`config.mk`:
```
export PLATFORM = sky130hd
export DESIGN_NAME = sdf_top
export DESIGN_NICKNAME = d
export VERILOG_FILES = /design/src/hw/sdf_pkg.sv /design/src/hw/sdf_filt_if.sv /design/src/hw/sdf_sinc3.sv /design/src/hw/sdf_top.sv
export SDC_FILE = /design/constraint.sdc
export NUM_CORES = 1
export LEC_CHECK = 0
export BUFFER_PORTS_ARGS = -buffer_cell sky130_fd_sc_hd__buf_4
export CORE_MARGIN = 8
export CORE_UTILIZATION = 49
export CTS_BUF_LIST = sky130_fd_sc_hd__clkbuf_4 sky130_fd_sc_hd__clkbuf_8
export DETAILED_ROUTE_END_ITERATION = 12
export GPL_ROUTABILITY_DRIVEN = 1
export PLACE_DENSITY = 0.67
export SLEW_MARGIN = 40
export SYNTH_ARGS = -nofsm -noshare
export SYNTH_HDL_FRONTEND = slang
export SYNTH_HIERARCHICAL = 1
export SYNTH_SLANG_ARGS = --single-unit
```
`constraint.sdc`:
```
create_clock -name clk_i -period 6.93 [get_ports clk_i]
set_input_delay 1.386 -clock clk_i [delete_from_list [all_inputs] [get_ports clk_i]]
set_output_delay 1.386 -clock clk_i [all_outputs]
set_load 0.01 [all_outputs]
```
`src/hw/sdf_pkg.sv`:
```
// Constants, register map and reset values of the Sinc3 decimation block.
// Assumes a 100 MHz system clock and a modulator sample strobe on it.
// Functional notes
// RULE1: 8-bit factor; decimation ratio is factor times eight
// RULE2: One result per eight-times-factor modulator samples
// RULE3: Valid factor 3 to 255 with chop off
// RULE4: Factor resets to 69 (45 hex)
// RULE5: Each factor step adds 0.244 ms period
// RULE6: Active-low chop bit at 1 disables chopping
// RULE7: After synchronized change, first result after three periods
// RULE8: Channel change restarts settling, suppresses output
// RULE9: Unsynchronized step: results keep flowing; fourth settles
// RULE10: Software recalibrates offset after gain or temperature change
// RULE11: Chop on: rate divided by three, factor clamped 13
// RULE12: Factor write restarts filter and settling
package sdf_pkg;
    localparam int          FACTOR_W        = 8;
    localparam int          RATIO_SHIFT     = 3;
    localparam int          RATIO_W         = FACTOR_W + RATIO_SHIFT;
    localparam int          ACC_W           = 34;
    localparam logic [7:0]  FACTOR_RESET    = 8'h45;
    localparam logic [7:0]  FACTOR_MIN_OFF  = 8'h03;
    localparam logic [7:0]  FACTOR_MIN_ON   = 8'h0d;
    localparam logic        CHOP_N_RESET    = 1'b1;
    localparam logic [1:0]  SETTLE_OUTPUTS  = 2'h2;
    localparam logic [1:0]  CHOP_PHASE_LAST = 2'h2;
    localparam int          MOD_RATE_HZ     = 32768;
    localparam int          STEP_TIME_NS    = 244000;
    localparam int          STEP_SAMPLES    = 8;
    localparam int          CLK_HZ          = 100000000;
    localparam int          MOD_PERIOD_CYC  = CLK_HZ / MOD_RATE_HZ;
    localparam logic [4:0]  OFS_FACTOR      = 5'h00;
    localparam logic [4:0]  OFS_CONTROL     = 5'h04;
    localparam logic [4:0]  OFS_STATUS      = 5'h08;
    localparam logic [4:0]  OFS_RESULT_LO   = 5'h0c;
    localparam logic [4:0]  OFS_RESULT_HI   = 5'h10;
    localparam int          CTRL_CHOP_N_BIT = 0;
    localparam int          CTRL_CHAN_BIT   = 1;
    localparam int          STAT_SETTLE_BIT = 0;
    localparam int          STAT_CHOP_BIT   = 1;
    localparam int          STAT_COUNT_LSB  = 16;
endpackage

```
`src/hw/sdf_filt_if.sv`:
```
// Link between the control logic and the Sinc3 datapath.
// Assumes both ends run on the same clock.
`timescale 1ns/1ps
`default_nettype none
interface sdf_filt_if #(
    parameter int ACC_W   = 34,
    parameter int RATIO_W = 11
);
    logic               sample_valid;
    logic               sample_bit;
    logic               restart;
    logic [RATIO_W-1:0] ratio;
    logic               out_valid;
    logic [ACC_W-1:0]   out_data;

    modport filt (
        input  sample_valid, sample_bit, restart, ratio,
        output out_valid, out_data
    );
    modport ctrl (
        output sample_valid, sample_bit, restart, ratio,
        input  out_valid, out_data
    );
endinterface
`default_nettype wire

```
`src/hw/sdf_sinc3.sv`:
```
// Sinc3 integrate and dump datapath with programmable decimation ratio.
// Assumes one modulator bit per strobe and a ratio held between restarts.
`timescale 1ns/1ps
`default_nettype none
module sdf_sinc3 #(
    parameter int ACC_W   = 34,
    parameter int RATIO_W = 11
) (
    input  wire logic clk_i,
    input  wire logic rst_n_i,
    sdf_filt_if.filt  fb
);
    typedef struct packed {
        logic [ACC_W-1:0]   i1;
        logic [ACC_W-1:0]   i2;
        logic [ACC_W-1:0]   i3;
        logic [ACC_W-1:0]   d1;
        logic [ACC_W-1:0]   d2;
        logic [ACC_W-1:0]   d3;
        logic [RATIO_W-1:0] cnt;
        logic [ACC_W-1:0]   dout;
        logic               dvalid;
    } sdf_sinc_s;

    sdf_sinc_s st_reg;
    sdf_sinc_s st_next;

    if (ACC_W < 3 * RATIO_W + 1) begin : g_chk
        $error("Accumulator too narrow for ratio");
    end

    always_comb begin
        logic [ACC_W-1:0] c1;
        logic [ACC_W-1:0] c2;
        logic [ACC_W-1:0] c3;
        logic [ACC_W-1:0] i3n;
        c1 = '0;
        c2 = '0;
        c3 = '0;
        i3n = '0;
        st_next = st_reg;
        st_next.dvalid = 1'b0;
        if (fb.restart) begin
            st_next = '0;
        end else if (fb.sample_valid) begin
            st_next.i1 = st_reg.i1 + {{(ACC_W-1){1'b0}}, fb.sample_bit};
            st_next.i2 = st_reg.i2 + st_reg.i1;
            i3n = st_reg.i3 + st_reg.i2;
            st_next.i3 = i3n;
            if (st_reg.cnt >= fb.ratio - 1'b1) begin // RULE1 RULE2
                st_next.cnt = '0;
                c1 = i3n - st_reg.d1;
                c2 = c1 - st_reg.d2;
                c3 = c2 - st_reg.d3;
                st_next.d1 = i3n;
                st_next.d2 = c1;
                st_next.d3 = c2;
                st_next.dout = c3;
                st_next.dvalid = 1'b1;
            end else begin
                st_next.cnt = st_reg.cnt + 1'b1;
            end
        end
    end

    always_ff @(posedge clk_i or negedge rst_n_i) begin
        if (!rst_n_i) begin
            st_reg <= '0;
        end else begin
            st_reg <= st_next;
        end
    end

    assign fb.out_valid = st_reg.dvalid;
    assign fb.out_data  = st_reg.dout;
endmodule // sdf_sinc3
`default_nettype wire

```
`src/hw/sdf_top.sv`:
```
// Sinc3 decimation control with Avalon-MM register slave.
// Assumes modulator strobe and channel-change pulse on clk_i.
`timescale 1ns/1ps
`default_nettype none
module sdf_top (
    input  wire logic        clk_i,
    input  wire logic        rst_n_i,
    input  wire logic [2:0]  avs_address_i,
    input  wire logic        avs_read_i,
    input  wire logic        avs_write_i,
    input  wire logic [3:0]  avs_byteenable_i,
    input  wire logic [31:0] avs_writedata_i,
    output logic      [31:0] avs_readdata_o,
    output logic             avs_waitrequest_o,
    input  wire logic        mod_valid_i,
    input  wire logic        mod_bit_i,
    input  wire logic        chan_change_i,
    output logic [sdf_pkg::ACC_W-1:0] result_data_o,
    output logic             result_valid_o,
    output logic             settling_o
);
    typedef struct packed {
        logic                         ack;
        logic [31:0]                  rdata;
        logic [sdf_pkg::FACTOR_W-1:0] factor;
        logic                         chop_n;
        logic [1:0]                   settle_cnt;
        logic                         settling;
        logic [1:0]                   phase;
        logic [sdf_pkg::ACC_W-1:0]    res;
        logic                         res_valid;
        logic [15:0]                  res_count;
        logic                         restart;
    } sdf_top_s;

    sdf_top_s st_reg;
    sdf_top_s st_next;

    localparam sdf_top_s ST_RESET = '{
        ack:        1'b0,
        rdata:      32'h0000_0000,
        factor:     sdf_pkg::FACTOR_RESET,  // RULE4
        chop_n:     sdf_pkg::CHOP_N_RESET,
        settle_cnt: 2'h0,
        settling:   1'b1,
        phase:      2'h0,
        res:        '0,
        res_valid:  1'b0,
        res_count:  16'h0000,
        restart:    1'b1
    };

    sdf_filt_if #(
        .ACC_W   (sdf_pkg::ACC_W),
        .RATIO_W (sdf_pkg::RATIO_W)
    ) fb ();

    // Effective factor after range clamp
    function automatic logic [7:0] eff_factor(input logic [7:0] f,
                                              input logic       chop_n);
        logic [7:0] lo;
        lo = chop_n ? sdf_pkg::FACTOR_MIN_OFF
                    : sdf_pkg::FACTOR_MIN_ON; // RULE6 RULE11
        eff_factor = (f < lo) ? lo : f; // RULE3 RULE11
    endfunction

    // Ratio is eight samples per factor step
    function automatic logic [sdf_pkg::RATIO_W-1:0] ratio_of(
        input logic [7:0] f,
        input logic       chop_n);
        ratio_of = {eff_factor(f, chop_n),
                    3'b000}; // RULE1 RULE5
    endfunction

    sdf_sinc3 #(
        .ACC_W   (sdf_pkg::ACC_W),
        .RATIO_W (sdf_pkg::RATIO_W)
    ) u_sinc3 (
        .clk_i   (clk_i),
        .rst_n_i (rst_n_i),
        .fb      (fb.filt)
    );

    assign fb.sample_valid = mod_valid_i;
    assign fb.sample_bit   = mod_bit_i;
    assign fb.restart      = st_reg.restart;
    assign fb.ratio        = ratio_of(st_reg.factor, st_reg.chop_n);

    always_comb begin
        logic [4:0]  addr;
        logic        req;
        logic        wr_go;
        logic        sync_chg;
        logic        deliver;
        logic [31:0] rd;
        addr = {avs_address_i, 2'b00};
        req = avs_read_i | avs_write_i;
        wr_go = avs_write_i & st_reg.ack;
        sync_chg = chan_change_i; // RULE8
        deliver = 1'b0;
        rd = 32'h0000_0000;
        st_next = st_reg;
        st_next.res_valid = 1'b0;
        st_next.restart = 1'b0;

        // One wait state, then complete
        st_next.ack = req & ~st_reg.ack;
        case (addr)
            sdf_pkg::OFS_FACTOR: begin
                rd = {24'h000000, st_reg.factor};
            end
            sdf_pkg::OFS_CONTROL: begin
                rd[sdf_pkg::CTRL_CHOP_N_BIT] = st_reg.chop_n;
            end
            sdf_pkg::OFS_STATUS: begin
                rd[sdf_pkg::STAT_SETTLE_BIT] = st_reg.settling;
                rd[sdf_pkg::STAT_CHOP_BIT] = ~st_reg.chop_n;
                rd[31:sdf_pkg::STAT_COUNT_LSB] = st_reg.res_count;
            end
            sdf_pkg::OFS_RESULT_LO: begin
                rd = st_reg.res[31:0];
            end
            sdf_pkg::OFS_RESULT_HI: begin
                rd = {30'h00000000, st_reg.res[sdf_pkg::ACC_W-1:32]};
            end
            default: begin
                rd = 32'h0000_0000;
            end
        endcase
        if (avs_read_i & ~st_reg.ack) begin
            st_next.rdata = rd;
        end

        if (wr_go && avs_byteenable_i[0]) begin
            case (addr)
                sdf_pkg::OFS_FACTOR: begin
                    st_next.factor = avs_writedata_i[7:0];
                    sync_chg = 1'b1; // RULE12
                end
                sdf_pkg::OFS_CONTROL: begin
                    st_next.chop_n =
                        avs_writedata_i[sdf_pkg::CTRL_CHOP_N_BIT];
                    if (avs_writedata_i[sdf_pkg::CTRL_CHAN_BIT] ||
                        avs_writedata_i[sdf_pkg::CTRL_CHOP_N_BIT]
                            != st_reg.chop_n) begin
                        sync_chg = 1'b1; // RULE8
                    end
                end
                default: begin
                end
            endcase
        end

        if (sync_chg) begin
            // Restart filter, hold results until settled
            st_next.restart = 1'b1; // RULE7 RULE8 RULE12
            st_next.settling = 1'b1;
            st_next.settle_cnt = 2'h0;
            st_next.phase = 2'h0;
        end else if (fb.out_valid && !st_reg.restart) begin
            // Output from before the restart is stale
            if (st_reg.settling) begin
                if (st_reg.settle_cnt == sdf_pkg::SETTLE_OUTPUTS) begin
                    st_next.settling = 1'b0; // RULE7
                    deliver = st_reg.chop_n;
                end else begin
                    st_next.settle_cnt = st_reg.settle_cnt + 2'h1;
                end
            end else begin
                // Unsynchronized steps are not detected
                deliver = st_reg.chop_n; // RULE9
            end
            if (!st_reg.chop_n) begin
                // One result per three filter outputs
                if (st_reg.phase == sdf_pkg::CHOP_PHASE_LAST) begin
                    st_next.phase = 2'h0;
                    deliver = ~st_reg.settling |
                        (st_reg.settle_cnt == sdf_pkg::SETTLE_OUTPUTS);
                end else begin
                    st_next.phase = st_reg.phase + 2'h1; // RULE11
                end
            end
        end

        if (deliver) begin
            st_next.res = fb.out_data; // RULE2
            st_next.res_valid = 1'b1;
            st_next.res_count = st_reg.res_count + 16'h0001;
        end
    end

    always_ff @(posedge clk_i or negedge rst_n_i) begin
        if (!rst_n_i) begin
            st_reg <= ST_RESET;
        end else begin
            st_reg <= st_next;
        end
    end

    assign avs_waitrequest_o = (avs_read_i | avs_write_i) & ~st_reg.ack;
    assign avs_readdata_o    = st_reg.rdata;
    assign result_data_o     = st_reg.res;
    assign result_valid_o    = st_reg.res_valid;
    assign settling_o        = st_reg.settling;
endmodule // sdf_top
`default_nettype wire

```
=== After elaboration in Yosys (flattened, before gate mapping) ===
Index checks and enable logic that the tools add are counted.

* Bits of input ports: 46
* Logic and storage cells: 93
* Register bits: 349

* Add/sub/neg operators: 11
* Reductions and logical operators: 14
* Eq/ne operators: 9
* Bitwise gates (word level): 8
* $lt $le $gt $ge: 2
* Multiplexer cells: 29

{| class="wikitable"
|+ Operators with widths
! operator !! number
|-
| two-way mux 250 bit || 2
|-
| two-way mux 102 bit || 1
|-
| subtractor 34 bit || 3
|-
| adder 34 bit || 2
|-
| two-way mux 35 bit || 1
|-
| adder 34 x 1 -> 34 bit || 1
|-
| one-hot mux 16 bit (2 select lines) || 1
|-
| one-hot mux 14 bit (2 select lines) || 1
|-
| two-way mux 17 bit || 1
|-
| adder 16 x 1 -> 16 bit (second input constant) || 1
|-
| adder 11 x 1 -> 11 bit (second input constant) || 1
|-
| >= comparator 11 bit || 1
|-
| two-way mux 11 bit || 1
|-
| subtractor 11 x 1 -> 11 bit (second input constant) || 1
|-
| two-way mux 1 bit || 10
|-
| two-way mux 5 bit || 2
|-
| < comparator 8 x 4 -> 1 bit || 1
|-
| two-way mux 8 bit || 1
|-
| AND reduction 2 bit || 4
|-
| nonzero test 2 bit || 4
|-
| equality test 3 x 2 -> 1 bit (second input constant) || 2
|-
| two-way mux 2 bit || 3
|-
| one-hot mux 1 bit (5 select lines) || 1
|-
| adder 2 x 1 -> 2 bit (second input constant) || 2
|-
| 18 further kinds || 25
|}

=== Longest topological paths before layout ===
* Depth after elaboration: 8
* Mapped depth: 41
* Mapped depth without buffers: 41

=== By module ===
The synthesis kept the hierarchy.

{| class="wikitable"
|+ Modules (own cells, without submodules)
! module !! instances !! cells an instance !! area each (µm²) !! seq. area each (µm²)
|-
| sdf_sinc3 || 1 || 2148 || 18672.9 || 6256.0
|-
| sdf_top || 1 || 436 || 4942.2 || 2484.9
|}

=== Least setup slack after synthesis ===
No wires, ideal clock.

* Path type: reg2reg
* Start point: reg u_sinc3/st_reg[182] (netlist bit)
* End point: reg u_sinc3.st_reg (netlist bit u_sinc3/fb.out_data[33])
* Slack: -0.648 ns
* Data arrival time: 7.457 ns
* Required time: 6.809 ns
* Clock period less this slack: 7.578 ns
* Stages on the path, launching flop included: 40
* Path through: dfrtp_1 > ha_1 > fa_1 > a21o_1 > a21oi_1 > o21bai_1 > a21oi_1 > o21bai_1 > a21o_1 > a21o_1 > a21oi_1 > xnor2_1 > ha_1 > a21oi_1 > nor2b_2 > or4_4 > o32ai_4 > o21ai_0 > [... 4 more ...] > a21o_1 > a21o_1 > a21oi_1 > o21bai_1 > a32o_1 > o21a_1 > nor2_1 > xnor2_1 > ha_1 > a21o_1 > a21o_1 > a21oi_1 > o21a_1 > o311ai_0 > o211ai_1 > xor2_1 > xnor3_1 > a22o_1

* Cells in the longest elaborated chain, start to end: 7

{| class="wikitable"
|+ Ends and longest elaborated chain
! item !! line !! source
|-
| from (decl) || sdf_sinc3.sv:25 || <nowiki>sdf_sinc_s st_reg;</nowiki>
|-
| from (signal assigned) || sdf_sinc3.sv:70 || <nowiki>st_reg <= st_next;</nowiki>
|-
| adder 34 bit || sdf_sinc3.sv:48 || <nowiki>i3n = st_reg.i3 + st_reg.i2;</nowiki>
|-
| subtractor 34 bit || sdf_sinc3.sv:52 || <nowiki>c1 = i3n - st_reg.d1;</nowiki>
|-
| subtractor 34 bit || sdf_sinc3.sv:53 || <nowiki>c2 = c1 - st_reg.d2;</nowiki>
|-
| subtractor 34 bit || sdf_sinc3.sv:54 || <nowiki>c3 = c2 - st_reg.d3;</nowiki>
|-
| two-way mux 35 bit || sdf_sinc3.sv:50 || <nowiki>if (st_reg.cnt >= fb.ratio - 1'b1) begin</nowiki>
|-
| two-way mux 250 bit || sdf_sinc3.sv:45 || <nowiki>end else if (fb.sample_valid) begin</nowiki>
|-
| two-way mux 250 bit || sdf_sinc3.sv:43 || <nowiki>if (fb.restart) begin</nowiki>
|}

No other way between the ends. The select of a mux whose other input is x is not followed.
A chain may end at the register's enable or synchronous reset.

=== Worst setup path after layout ===
* Start point: reg u_sinc3/st_reg[148] (netlist bit)
* End point: reg u_sinc3.st_reg (netlist bit u_sinc3/fb.out_data[33])

Same word-level chain as after synthesis.

==> impl_metrics.json <==
{
  "fin_crit_ps": 7520,
  "final_common_cell": "buf_4",
  "ant_nets": 0,
  "htreeDepth": 3,
  "total_power_mw": 8.38,
  "start_util_pct": 49.6,
  "startpoint_type": "register",
  "fp.dieW_um": 236,
  "synth_edf_count": 0,
  "yosysUniqueCellTypes": 100,
  "placed_area_mm2": 0.0261,
  "largest_reg_flops": 215,
  "yosysSeqAreaShare_pct": 37.0,
  "io_buffers": 87,
  "peakVddDrop_v": 0.000160,
  "drv_slew": 0,
  "cts_sinks": 349,
  "p_per_area_mw_per_mm2": 297,
  "skew_ps": 30.9,
  "crit_path_max_fanout": 4,
  "hold_class": "reg -> reg",
  "gp_congestion": 0.865,
  "hold_buffers": 0,
  "yosys_most_used_dff": "dfrtp_1",
  "core_mm2": 0.0476,
  "first_pass_iters": 5,
  "slowest_stage": "or4_4",
  "fin_area_mm2": 0.0282,
  "fill_cells": 4077,
  "dp_hpwl_um": 39100,
  "critPathArrivalTime_ps": 8040,
  "setup_viol": 11,
  "tightest_slew_ps": 722,
  "r2r-end": "u_sinc3/fb.out_data[33]",
  "final.setup.tns_ps": -3770,
  "crit_type": "reg -> reg",
  "hold_start": "st_reg[98]",
  "areaGrowthSynthToFinish_pct": 19.5,
  "period_share_pct": 109,
  "wire_per_inst_um": 15.4,
  "drive_gt1_share_pct": 23.6,
  "max_freq_ghz": 0.133,
  "rsz0062_at_grt": "yes",
  "synthesis.area_mm2": 0.0236,
  "netlist_instances": 2584,
  "yosys_warnings": 6,
  "die_area_mm2": 0.0555,
  "clk_pin_slew_ps": 60,
  "rows": 80,
  "whs_endpoint": "st_reg[98]",
  "holdPathStages": 1,
  "gr-total-overflow": 0,
  "clockBufferDepth": 3,
  "outcome": "finished with violations",
  "final_cell_mix": "buf_4 (373), dfrtp_1 (343), nand2_1 (273)",
  "violations": "negative setup slack",
  "drt-initial-drc-count": 884,
  "die_h_um": 236,
  "ys_async_sr_fraction_pct": 100,
  "cts_root_buf": "clkbuf_8",
  "grt_max_degree": 88,
  "insertion_delay_ps": 640,
  "p_leak_nw": 13.9,
  "crit_path_end_kind": "register",
  "finalWorstSetupSlack_ps": -590,
  "finalHoldViolCount": 0,
  "grt_pass1_vias": 19100,
  "cpPeakStageDelay_ps": 430,
  "antenna_found_initial": 0,
  "insertedDiodeCount": 0,
  "numCtsBuffers": 67,
  "finalWirelength_um": 54400,
  "maxSlewHeadroom_pct": 51.7,
  "cap_viol_max_count": 0,
  "nets": 3100,
  "syn_avg_cell_area_um2": 9.14,
  "ys_ff_latch": 349,
  "reg2reg_from": "u_sinc3/st_reg[148]",
  "drc": 0,
  "grt_first_pass_wirelength_um": 92200,
  "routed_via_density": 5.38,
  "r2r_cells": 39,
  "crit_top_cell": "a21o_1",
  "cp.required_ps": 7450,
  "reg2reg_slack_ps": -590,
  "grt.total_usage_pct": 19.4,
  "pin_count": 115,
  "via_count": 19000,
  "cts_tree": "done"
}
-- repair_timing --
item                                    in CTS  in global routing
gates cloned                                 0                  0
endpoints found under the setup margin      16                 18
resized for setup                           74                 32
pin swaps                                   68                 50
setup buffers                               29                 13
-- metal layers --
layer	global-route usage [%]	part of all wire [%]
met1	24.1	45
met3	3.24	3.8
met5	0	0
met4	7.03	2.6
met2	33.7	48
-- cells in the mapped netlist, drive strengths merged (5+ instances only) --
| cell | n | area share [%] |
|---|---|---|
| a211o | 6 | 0.22 |
| a211oi | 18 | 0.63 |
| a21boi | 13 | 0.48 |
| a21o | 90 | 2.9 |
| a21oi | 140 | 3.1 |
| a22o | 32 | 1.2 |
| a22oi | 24 | 0.76 |
| a31o | 8 | 0.30 |
| a31oi | 24 | 0.64 |
| a32o | 5 | 0.21 |
| and2 | 15 | 0.40 |
| and3 | 31 | 0.85 |
| and4 | 5 | 0.19 |
| buf | 113 | 3.5 |
| clkbuf | 73 | 1.3 |
| dfrtp | 343 | 36 |
| dfstp | 6 | 0.67 |
| fa | 5 | 0.42 |
| ha | 185 | 9.8 |
| inv | 159 | 2.5 |
| mux2 | 53 | 3.0 |
| mux2i | 34 | 1.4 |
| nand2 | 276 | 4.4 |
| nand2b | 29 | 0.77 |
| nand3 | 37 | 0.84 |
| nand4 | 38 | 1.0 |
| nor2 | 161 | 2.6 |
| nor2b | 24 | 0.65 |
| nor3 | 33 | 0.72 |
| nor3b | 6 | 0.19 |
| nor4 | 6 | 0.16 |
| o211ai | 7 | 0.22 |
| o21a | 35 | 1.1 |
| o21ai | 235 | 5.0 |
| o21bai | 24 | 0.76 |
| o22ai | 6 | 0.16 |
| o31a | 6 | 0.22 |
| o31ai | 9 | 0.29 |
| or2 | 6 | 0.16 |
| or3 | 14 | 0.37 |
| xnor2 | 118 | 4.4 |
| xor2 | 75 | 2.8 |
-- kinds of logic after synthesis --
| logic type | count (synthesis) | share of synthesized area [%] |
|---|---|---|
| and+or+nand+nor | 689 | 13.6 |
| other | 1 | 0.0159 |
| AOI/OAI and AO/OA | 727 | 20.2 |
| adders and majority gates | 190 | 10.2 |
| muxes | 87 | 4.41 |
| buffers and inverters | 347 | 7.33 |
| DFF | 349 | 37.0 |
| xor gates and xnor gates | 194 | 7.29 |
-- per-stage QoR --
| stage | hold WS [ps] | worst slack (ps) | std cells | utilization [%] |
|---|---|---|---|---|
| 2_1_floorplan | 446 | -391 | 2593 | - |
| 3_3_place_gp | 447 | -799 | 3375 | 54.7 |
| 3_5_place_dp | 471 | -906 | 3377 | 54.8 |
| 4_1_cts | 476 | -730 | 3517 | 58.7 |
| 5_1_grt | 501 | -1140 | 3529 | 59.2 |
| 6_report | 469 | -590 | 3529 | 59.2 |
-- worst max-delay path, delay by kind of cell, from the launching register on --
family,cells,cell delay (ps)
fa+ha+maj,5,1420
xor+xnor,5,820
compound gates,24,3930
simple gates,5,870
flops,1,380
-- worst max path at each step --
stage	from	endpoint	slack [ps]	cells past startpoint
floorplan	u_sinc3/st_reg[182]	u_sinc3/fb.out_data[33]	-390	39
global placement	u_sinc3/st_reg[148]	u_sinc3/fb.out_data[33]	-800	38
detailed placement	u_sinc3/st_reg[182]	u_sinc3/fb.out_data[33]	-910	38
CTS	u_sinc3/st_reg[182]	u_sinc3/fb.out_data[33]	-730	39
global route	u_sinc3/st_reg[148]	u_sinc3/fb.out_data[33]	-1140	40
finish	u_sinc3/st_reg[148]	u_sinc3/fb.out_data[33]	-590	39
-- layout make-up --
type                    instances  area [um2]  area share [%]
inverters                     161         604            2.14
multi-input cells            1897       13700            48.5
repair buffers                388        3010            10.7
clock inverters                17         140           0.496
flip-flops and latches        349        8740            31.0
clock buffers                 102        1280            4.53
well taps                     615         769            2.73
-- where the power goes --
part	leakage [nW]	total [mW]	switching [mW]	internal [mW]
Combinational	8.28	4.12	2.01	2.11
Clock	0.761	2.14	0.918	1.23
Sequential	4.84	2.11	0.0357	2.08
No activity file was read; power rests on OpenSTA's default activity.
